--- config.mk ---
export PLATFORM = sky130hd
export DESIGN_NAME = des_key_iv_input_loader
export DESIGN_NICKNAME = d
export VERILOG_FILES = /design/src/rtl/byte_swap32.v /design/src/rtl/des_key_iv_input_loader.v /design/src/rtl/input_word_fifo.v
export VERILOG_INCLUDE_DIRS = /design/src /design/src/rtl
export SDC_FILE = /design/constraint.sdc
export NUM_CORES = 1
export LEC_CHECK = 0
export BUFFER_PORTS_ARGS = -buffer_cell sky130_fd_sc_hd__buf_2
export CORE_AREA = 2 2 297 299
export CTS_BUF_LIST = sky130_fd_sc_hd__clkbuf_8
export DETAILED_ROUTE_END_ITERATION = 12
export DIE_AREA = 0 0 299 301
export GPL_ROUTABILITY_DRIVEN = 0
export SYNTH_ARGS = -nofsm -noshare
export SYNTH_HDL_FRONTEND = slang
export SYNTH_SLANG_ARGS = --single-unit
--- constraint.sdc ---
create_clock -name sys_clk_i -period 8.4 [get_ports sys_clk_i]
set_input_delay 0.84 -clock sys_clk_i [delete_from_list [all_inputs] [get_ports sys_clk_i]]
set_output_delay 0.84 -clock sys_clk_i [all_outputs]
set_load 0.02 [all_outputs]
--- src/rtl/cipher_loader_regs.vh ---
// register offsets, control bit positions and sizes for the cipher key/iv/input loader
`ifndef CIPHER_LOADER_REGS_VH
`define CIPHER_LOADER_REGS_VH

`define ADDR_W            6
`define OFF_CONTROL       6'h00
`define OFF_STATUS        6'h04
`define OFF_INT_MASK      6'h08
`define OFF_KEY3_LEFT     6'h0c
`define OFF_KEY3_RIGHT    6'h10
`define OFF_IV_LEFT       6'h14
`define OFF_IV_RIGHT      6'h18
`define OFF_INPUT_FIFO    6'h1c
`define OFF_FILL_LEVEL    6'h20

`define CTL_RUN           0
`define CTL_DMA_SEL       2
`define CTL_HALF_ORDER    3
`define CTL_TRIPLE        5
`define CTL_PAIR_REQ      7
`define CTL_DATA_SWAP     10
`define CTL_IV_SWAP       11
`define CTL_KEY_SWAP      12
`define CTL_W             13
`define CTL_MASK          13'h1cad
`define CTL_RESET         13'h0000

`define STA_SPACE         0
`define STA_OVERFLOW      1
`define STA_BLOCK         2
`define STA_W             3

`define FIFO_DEPTH        8
`define FIFO_AW           3
`define FIFO_CW           4
`define FIFO_FULL_CNT     4'h8
`define SPACE_QUAD        4'h4
`define SPACE_PAIR        4'h2
`define WORD_ZERO         32'h00000000
`define PARITY_CLEAR      32'hfefefefe

`endif

--- src/rtl/byte_swap32.v ---
// reverses the four bytes of a 32-bit word when enabled
`timescale 1ns/100ps
`default_nettype none

module byte_swap32
(
  input  wire        en_i,
  input  wire [31:0] word_i,
  output wire [31:0] word_o
);

  assign word_o = en_i ? {word_i[7:0], word_i[15:8], word_i[23:16], word_i[31:24]} : word_i;

endmodule // byte_swap32

`default_nettype wire

--- src/rtl/des_key_iv_input_loader.v ---
// key 3, chaining vector and input fifo loading side of the des/3des cipher
//
// What this block does
// - key3 left register holds key bits 1-32
// - key3 right register holds key bits 33-64
// - key byte parity bits ignored by cipher
// - control bit 12 byte-swaps key writes
// - vector used only in chaining mode
// - vector reloaded automatically after each block
// - control bit 11 byte-swaps vector writes
// - input fifo is eight 32-bit words
// - fifo fed by processor or dma
// - bit3 zero: first word is left half
// - bit3 one: first word is right half
// - fifo words least significant byte first
// - control bit 10 byte-swaps fifo writes
// - space flag means four or two free
// - bit5 selects single or triple des
`timescale 1ns/100ps
`default_nettype none
`include "cipher_loader_regs.vh"

module des_key_iv_input_loader
(
  input  wire                 sys_clk_i,
  input  wire                 rst_i,
  // register port
  input  wire [`ADDR_W-1:0]   addr_i,
  input  wire [31:0]          wdata_i,
  input  wire                 wr_i,
  input  wire                 rd_i,
  output reg  [31:0]          rdata_o,
  // dma path into the input fifo
  input  wire                 dma_wr_i,
  input  wire [31:0]          dma_data_i,
  output reg                  dma_req_o,
  // engine side and interrupt
  input  wire                 block_take_i,
  input  wire                 iv_load_i,
  input  wire [63:0]          iv_next_i,
  output reg                  block_valid_o,
  output reg  [63:0]          block_data_o,
  output reg  [63:0]          key3_o,
  output reg  [63:0]          iv_o,
  output reg                  triple_o,
  output reg                  chain_o,
  output reg                  run_o,
  output reg                  irq_o
);

  // ----------------------------------------------------------------
  // registers
  // ----------------------------------------------------------------
  reg  [`CTL_W-1:0]   control_r;
  reg  [31:0]         key3_left_half_r;
  reg  [31:0]         key3_right_half_r;
  reg  [31:0]         init_vector_left_r;
  reg  [31:0]         init_vector_right_r;
  reg  [`STA_W-1:0]   status_r;
  reg  [`STA_W-1:0]   mask_r;
  reg                 space_d_r;
  reg                 chain_mode_r;

  // block assembly
  reg  [31:0]         first_word_r;
  reg                 have_first_r;

  wire                wr_ctl   = wr_i && (addr_i == `OFF_CONTROL);
  wire                wr_sta   = wr_i && (addr_i == `OFF_STATUS);
  wire                wr_mask  = wr_i && (addr_i == `OFF_INT_MASK);
  wire                wr_k3l   = wr_i && (addr_i == `OFF_KEY3_LEFT);
  wire                wr_k3r   = wr_i && (addr_i == `OFF_KEY3_RIGHT);
  wire                wr_ivl   = wr_i && (addr_i == `OFF_IV_LEFT);
  wire                wr_ivr   = wr_i && (addr_i == `OFF_IV_RIGHT);
  wire                wr_fifo_cpu = wr_i && (addr_i == `OFF_INPUT_FIFO);

  wire                dma_sel  = control_r[`CTL_DMA_SEL];

  // ----------------------------------------------------------------
  // byte swap units
  // ----------------------------------------------------------------
  wire [31:0]         key_word;
  wire [31:0]         iv_word;
  wire [31:0]         fifo_word;
  wire [31:0]         fifo_src;
  wire                fifo_push;

  // only the selected master may fill the fifo
  assign fifo_src  = dma_sel ? dma_data_i : wdata_i;
  assign fifo_push = dma_sel ? dma_wr_i : wr_fifo_cpu;

  byte_swap32 u_key_swap
  (
    .en_i   (control_r[`CTL_KEY_SWAP]),
    .word_i (wdata_i),
    .word_o (key_word)
  );

  byte_swap32 u_iv_swap
  (
    .en_i   (control_r[`CTL_IV_SWAP]),
    .word_i (wdata_i),
    .word_o (iv_word)
  );

  // stored word keeps its lowest byte in bits 7:0 unless swapped
  byte_swap32 u_fifo_swap
  (
    .en_i   (control_r[`CTL_DATA_SWAP]),
    .word_i (fifo_src),
    .word_o (fifo_word)
  );

  // ----------------------------------------------------------------
  // input fifo
  // ----------------------------------------------------------------
  wire [31:0]         head_word;
  wire                fifo_empty;
  wire                fifo_full;
  wire [`FIFO_CW-1:0] fifo_count;
  wire                pop;
  wire [`FIFO_CW-1:0] free_words;
  wire [`FIFO_CW-1:0] space_need;
  wire                space_now;
  wire                slot_free;

  input_word_fifo u_fifo
  (
    .sys_clk_i (sys_clk_i),
    .rst_i     (rst_i),
    .push_i    (fifo_push),
    .data_i    (fifo_word),
    .pop_i     (pop),
    .data_o    (head_word),
    .empty_o   (fifo_empty),
    .full_o    (fifo_full),
    .count_o   (fifo_count)
  );

  assign free_words = `FIFO_FULL_CNT - fifo_count;
  // request granularity follows the burst size software uses
  assign space_need = control_r[`CTL_PAIR_REQ] ? `SPACE_PAIR : `SPACE_QUAD;
  assign space_now  = (free_words >= space_need);

  // the first half may always move into the assembly stage; the second half
  // only when the output slot is empty or being emptied in this cycle
  assign slot_free = !block_valid_o || block_take_i;
  assign pop       = !fifo_empty && run_o && (!have_first_r || slot_free);

  // ----------------------------------------------------------------
  // block assembly
  // ----------------------------------------------------------------
  always @(posedge sys_clk_i)
  begin
    if (rst_i)
    begin
      first_word_r  <= `WORD_ZERO;
      have_first_r  <= 1'b0;
      block_valid_o <= 1'b0;
      block_data_o  <= {`WORD_ZERO, `WORD_ZERO};
    end
    else
    begin
      if (block_take_i)
        block_valid_o <= 1'b0;
      if (pop)
      begin
        if (!have_first_r)
        begin
          first_word_r <= head_word;
          have_first_r <= 1'b1;
        end
        else
        begin
          have_first_r  <= 1'b0;
          block_valid_o <= 1'b1;
          if (control_r[`CTL_HALF_ORDER])
            block_data_o <= {head_word, first_word_r};
          else
            block_data_o <= {first_word_r, head_word};
        end
      end
      // clearing run throws away a half-built pair; refill starts on a pair boundary
      if (!run_o)
        have_first_r <= 1'b0;
    end
  end

  // ----------------------------------------------------------------
  // software registers and vector update
  // ----------------------------------------------------------------
  // engine reload has priority over a software write in the same cycle
  wire                iv_reload = iv_load_i && chain_mode_r;

  always @(posedge sys_clk_i)
  begin
    if (rst_i)
    begin
      control_r           <= `CTL_RESET;
      key3_left_half_r    <= `WORD_ZERO;
      key3_right_half_r   <= `WORD_ZERO;
      init_vector_left_r  <= `WORD_ZERO;
      init_vector_right_r <= `WORD_ZERO;
      mask_r              <= {`STA_W{1'b0}};
    end
    else
    begin
      // changes while running are taken as written; software is not to do it
      if (wr_ctl)
        control_r <= wdata_i[`CTL_W-1:0] & `CTL_MASK;
      if (wr_mask)
        mask_r <= wdata_i[`STA_W-1:0];
      if (wr_k3l)
        key3_left_half_r <= key_word;
      if (wr_k3r)
        key3_right_half_r <= key_word;
      if (iv_reload)
      begin
        init_vector_left_r  <= iv_next_i[63:32];
        init_vector_right_r <= iv_next_i[31:0];
      end
      else
      begin
        if (wr_ivl)
          init_vector_left_r <= iv_word;
        if (wr_ivr)
          init_vector_right_r <= iv_word;
      end
    end
  end

  // chaining mode sits just above the masked control field, so the mask never hides it
  always @(posedge sys_clk_i)
  begin
    if (rst_i)
      chain_mode_r <= 1'b0;
    else if (wr_ctl)
      chain_mode_r <= wdata_i[`CTL_W];
  end

  // ----------------------------------------------------------------
  // outputs to the engine
  // ----------------------------------------------------------------
  wire [63:0]         key3_clean;
  wire [63:0]         iv_pair;

  // parity bits are cleared so the engine never sees them
  assign key3_clean = {key3_left_half_r, key3_right_half_r}
                      & {`PARITY_CLEAR, `PARITY_CLEAR};
  // outside chaining the engine sees a zero vector, not a stale one
  assign iv_pair    = chain_mode_r ? {init_vector_left_r, init_vector_right_r}
                                   : {`WORD_ZERO, `WORD_ZERO};

  always @(posedge sys_clk_i)
  begin
    if (rst_i)
    begin
      key3_o    <= {`WORD_ZERO, `WORD_ZERO};
      iv_o      <= {`WORD_ZERO, `WORD_ZERO};
      triple_o  <= 1'b0;
      chain_o   <= 1'b0;
      run_o     <= 1'b0;
      dma_req_o <= 1'b0;
    end
    else
    begin
      key3_o    <= key3_clean;
      iv_o      <= iv_pair;
      triple_o  <= control_r[`CTL_TRIPLE];
      chain_o   <= chain_mode_r;
      run_o     <= control_r[`CTL_RUN];
      dma_req_o <= dma_sel && space_now;
    end
  end

  // ----------------------------------------------------------------
  // interrupt status: set beats write-one-to-clear
  // ----------------------------------------------------------------
  wire [`STA_W-1:0] sta_set;
  wire [`STA_W-1:0] sta_clr;
  wire              block_done;
  wire              overflow_hit;
  wire              space_rise;

  assign block_done   = pop && have_first_r;
  // a push into a full fifo is dropped, so software must hear about it
  assign overflow_hit = fifo_push && fifo_full;
  assign space_rise   = space_now && !space_d_r;
  assign sta_set      = {block_done, overflow_hit, space_rise};
  assign sta_clr      = wr_sta ? wdata_i[`STA_W-1:0] : {`STA_W{1'b0}};

  always @(posedge sys_clk_i)
  begin
    if (rst_i)
    begin
      status_r  <= {`STA_W{1'b0}};
      space_d_r <= 1'b0;
      irq_o     <= 1'b0;
    end
    else
    begin
      space_d_r <= space_now;
      status_r  <= (status_r & ~sta_clr) | sta_set;
      irq_o     <= |(status_r & mask_r);
    end
  end

  // ----------------------------------------------------------------
  // read port, data one cycle after the strobe
  // ----------------------------------------------------------------
  wire [31:0]         control_word = {18'h00000, chain_mode_r, control_r};
  wire [31:0]         status_word  = {29'h00000000, status_r};
  wire [31:0]         mask_word    = {29'h00000000, mask_r};
  wire [31:0]         fill_word    = {26'h0000000, space_now, fifo_full, fifo_count};

  always @(posedge sys_clk_i)
  begin
    if (rst_i)
      rdata_o <= `WORD_ZERO;
    else if (rd_i)
    begin
      case (addr_i)
        `OFF_CONTROL    : rdata_o <= control_word;
        `OFF_STATUS     : rdata_o <= status_word;
        `OFF_INT_MASK   : rdata_o <= mask_word;
        `OFF_KEY3_LEFT  : rdata_o <= key3_left_half_r;
        `OFF_KEY3_RIGHT : rdata_o <= key3_right_half_r;
        `OFF_IV_LEFT    : rdata_o <= init_vector_left_r;
        `OFF_IV_RIGHT   : rdata_o <= init_vector_right_r;
        `OFF_FILL_LEVEL : rdata_o <= fill_word;
        // write-only and unmapped offsets read as zero
        default         : rdata_o <= `WORD_ZERO;
      endcase
    end
    else
      rdata_o <= `WORD_ZERO;
  end

endmodule // des_key_iv_input_loader

`default_nettype wire

--- src/rtl/input_word_fifo.v ---
// eight-word, 32-bit input fifo with fill count
`timescale 1ns/100ps
`default_nettype none
`include "cipher_loader_regs.vh"

module input_word_fifo
(
  input  wire                 sys_clk_i,
  input  wire                 rst_i,
  input  wire                 push_i,
  input  wire [31:0]          data_i,
  input  wire                 pop_i,
  output wire [31:0]          data_o,
  output wire                 empty_o,
  output wire                 full_o,
  output wire [`FIFO_CW-1:0]  count_o
);

  reg [31:0]         mem [0:`FIFO_DEPTH-1];
  reg [`FIFO_AW-1:0] wr_ptr_r;
  reg [`FIFO_AW-1:0] rd_ptr_r;
  reg [`FIFO_CW-1:0] count_r;
  wire               do_push;
  wire               do_pop;

  assign empty_o = (count_r == {`FIFO_CW{1'b0}});
  assign full_o  = (count_r == `FIFO_FULL_CNT);
  assign count_o = count_r;
  assign data_o  = mem[rd_ptr_r];
  assign do_push = push_i && !full_o;
  assign do_pop  = pop_i && !empty_o;

  always @(posedge sys_clk_i)
  begin
    if (do_push)
      mem[wr_ptr_r] <= data_i;
  end

  always @(posedge sys_clk_i)
  begin
    if (rst_i)
    begin
      wr_ptr_r <= {`FIFO_AW{1'b0}};
      rd_ptr_r <= {`FIFO_AW{1'b0}};
      count_r  <= {`FIFO_CW{1'b0}};
    end
    else
    begin
      if (do_push)
        wr_ptr_r <= wr_ptr_r + 1'b1;
      if (do_pop)
        rd_ptr_r <= rd_ptr_r + 1'b1;
      if (do_push && !do_pop)
        count_r <= count_r + 1'b1;
      else if (do_pop && !do_push)
        count_r <= count_r - 1'b1;
    end
  end

endmodule // input_word_fifo

`default_nettype wire
==> reports/metrics.yaml <==
worst_setup_path:
  reg2reg_slack_ns: 5.20
  worstPathMaxFanout: 7
  crit_type: "flop to flop"
  worstSetupEndpointType: "flop"
  critPathArrivalTime_ns: 3.77
  cp.required_ns: 8.97
  start_kind: "flop"
logic_synthesis:
  ys_seq_elements: 668
  syn-cell-area_um2: 25930
  ys_seq_area_share_pct: 61.46
  syn_avg_cell_area_um2: 12.56
  syn_inst: 2065
  synthFlopType: "dfxtp_1"
  yosysWarnings: 0
  synth-edff-count: 256
  async_flop_share_pct: 0
  synth_cell_types: 52
floorplanning:
  io_pins: 371
  rows: 108
  initial_core_util_pct: 29.98
  die_h_um: 301
  fp.coreArea_um2: 86480
  dieArea_um2: 90000
  die_w_um: 299
timing:
  layout_setup_ws_ns: 5.201
  setup_viol: 0
  period_needed_ns: 3.199
  fin_crit_sh_pct: 38.08
  timing.hold.ws_ns: 0.3753
  final_hold_viol_count: 0
  timing.fmax_ghz: 0.3126
  slew_headroom_pct: 26.23
  fin_skew_ns: 0.07395
  worst_pin_slew_ns: 1.107
  timing.setup.tns_ns: 0
  rsz0062_at_grt: "false"
  drv_slew: 0
power:
  ir_worst_vdd_mv: 0.1185
  power_leakage_nw: 11.22
  pwr_density_cell_nw_per_um2: 203.1
grt:
  grt_first_pass_wirelength_um: 117700
  grt_pass1_vias: 17718
  antenna_found_initial: 31
  grt_max_degree: 129
  overflow: 0
  grt_usage_pct: 17.60
place:
  dpl.hpwl_um: 52810
  dp_worst_setup_slack_ns: 4.593
  port_buffers: 362
clock_tree:
  cts_made_buffers: 111
  post_cts_resized: 0
  ctsHoldBuffers: 0
  postCtsSetupRepairBufs: 0
  clkTransAtPathRegs_ns: 0.07
  cts_tree: "built"
  clockBufferDepth: 3
  h-tree-depth: 3
  root_buffer: "clkbuf_8"
  clkLatencyLatePin_ns: 0.76
  cts.sinks: 668
layout:
  drive_gt1_share_pct: 28.37
  fill_cells: 8656
  synthToLayoutAreaGrowth_pct: 19.36
  nets: 2546
  utilization_pct: 35.78
drt:
  wl_per_cell_um: 22.31
  ant_nets: 0
  drt-vias-per-instance: 5.000
  drtIter0Drc: 1365
  routed_wl_um: 81580
  drc_errors: 0
  first_pass_iters: 6
  vias: 18284
min_path:
  hold_class: "primary input to flop"
status:
  status: "complete, no violations"
job:
  cap_violations: 0
final cells by class:
cell class / count / area (um^2) / share of cell area, %
Antenna cell: 17 / 42.54 / 0.1375
Tap cell: 1155 / 1445 / 4.670
Clock inverter: 75 / 361.6 / 1.169
Clock buffer: 127 / 1748 / 5.649
Timing Repair Buffer: 393 / 2051 / 6.627
Sequential cell: 668 / 15950 / 51.54
Multi-Input combinational cell: 1211 / 9305 / 30.07
Inverter: 11 / 41.29 / 0.1334
kinds of logic after synthesis:
family,count (synthesis),share of synthesized area [%]
AO/OA/AOI/OAI,489,12.34
XOR/XNOR,6,0.2027
adder cells (fa/ha/maj),9,0.4633
buffers and inverters,193,3.204
flip-flops,668,61.46
multiplexers,210,12.91
other,1,0.01446
AND/OR/NAND/NOR,489,9.401
per-layer routing:
layer / up-vias / global-route usage [%] / share of wire [%]
met5: - / 0 / 0.17
met4: 20 / 5.690 / 2.5
met3: 147 / 5.685 / 9.1
met2: 767 / 26.94 / 44
met1: 8983 / 23.56 / 44
li1: 8367 / - / -
Yosys cell counts (2+ instances only):
library cell  instances  share of area, %
dfxtp_1             412                32
edfxtp_1            256                30
a21oi_1             161               3.1
nor2_1              129               1.9
nand2_1             126               1.8
clkbuf_1            100               1.4
mux4_2               96               8.3
mux2i_1              79               3.1
a22oi_1              78               2.3
and2_1               68               1.6
nand2b_1             67               1.6
a211oi_1             64               1.9
nor2b_1              64               1.5
o21ai_0              60               1.2
buf_2                55               1.1
a31oi_1              42               1.0
a22o_1               35               1.2
mux2_2               35               1.5
a222oi_1             32               1.2
buf_1                17              0.25
inv_1                11              0.16
buf_4                10              0.29
ha_1                  8              0.39
nor3_1                7              0.14
o21ai_1               7              0.14
nand3_1               6              0.12
and3_1                4             0.097
nand4_1               4             0.097
xnor2_1               4              0.14
and2_0                2             0.048
and4_1                2             0.068
nor4_1                2             0.048
o2111ai_1             2             0.068
xor2_1                2             0.068
registers in the layout, indices dropped and copies added, names as in the netlist, 4 cells and up, named ones only:
register,count
iv_o,64
key3_o,56
init_vector_left_r,32
control_r,8
u_fifo.mem,256
init_vector_right_r,32
key3_left_half_r,32
key3_right_half_r,32
u_fifo.count_o,4
rdata_o,32
block_data_o,64
first_word_r,32
power breakdown:
part / leakage (nW) / switching, mW / internal, mW
combinational: 4.32 / 0.133 / 0.0583
clock: 1.27 / 1.33 / 1.39
sequential: 5.62 / 0.00581 / 3.37
critical path: stages, from the launching register on:
cell	delay [ns]
dfxtp_1	0.51
inv_1	0.08
ha_1	0.26
or3b_1	0.36
o211a_1	0.29
inv_1	0.08
ha_1	0.21
inv_1	0.12
ha_1	0.25
a21o_1	0.17
a21oi_1	0.17
mux2i_1	0.22
mux2_2	0.35
final timing paths:
path,startpoint,endpoint,depth (start not counted)
worst max-delay path,u_fifo.count_o[0],u_fifo.count_o[3],12
worst min-delay path,iv_next_i[56],init_vector_left_r[24],3
worst max register to register,u_fifo.count_o[0],u_fifo.count_o[3],12
worst min register to register,key3_left_half_r[1],key3_o[33],1
placed cells by master (no fill, tap or decap), drive strengths merged, types with 2 or more instances in the layout:
cell      count
clkbuf      127
conb          8
ha            8
dfxtp       412
inv          67
mux2         35
a222oi       32
and3          4
and4          2
nand2b       67
o21ai        67
nor2        129
clkinv       17
xnor2         4
buf         393
nand4         4
o2111ai       2
a31oi        42
mux2i        79
mux4         96
nand3         6
diode        17
and2         70
xor2          2
nand2       126
a22oi        78
clkinvlp      2
nor2b        64
nor4          2
edfxtp      256
a21oi       161
a22o         35
a211oi       64
nor3          8
per-stage QoR:
| stage | instance area, um^2 | power, mW | cells |
|---|---|---|---|
| floorplan | 25950 | 3.534 | 2072 |
| global placement | 28790 | 3.632 | 3438 |
| detailed placement | 28790 | 3.634 | 3438 |
| CTS | 30900 | 6.366 | 3640 |
| global route | 30920 | 6.513 | 3649 |
| finish | 30940 | 6.285 | 3657 |
No activity file was read; power rests on OpenSTA's default activity.
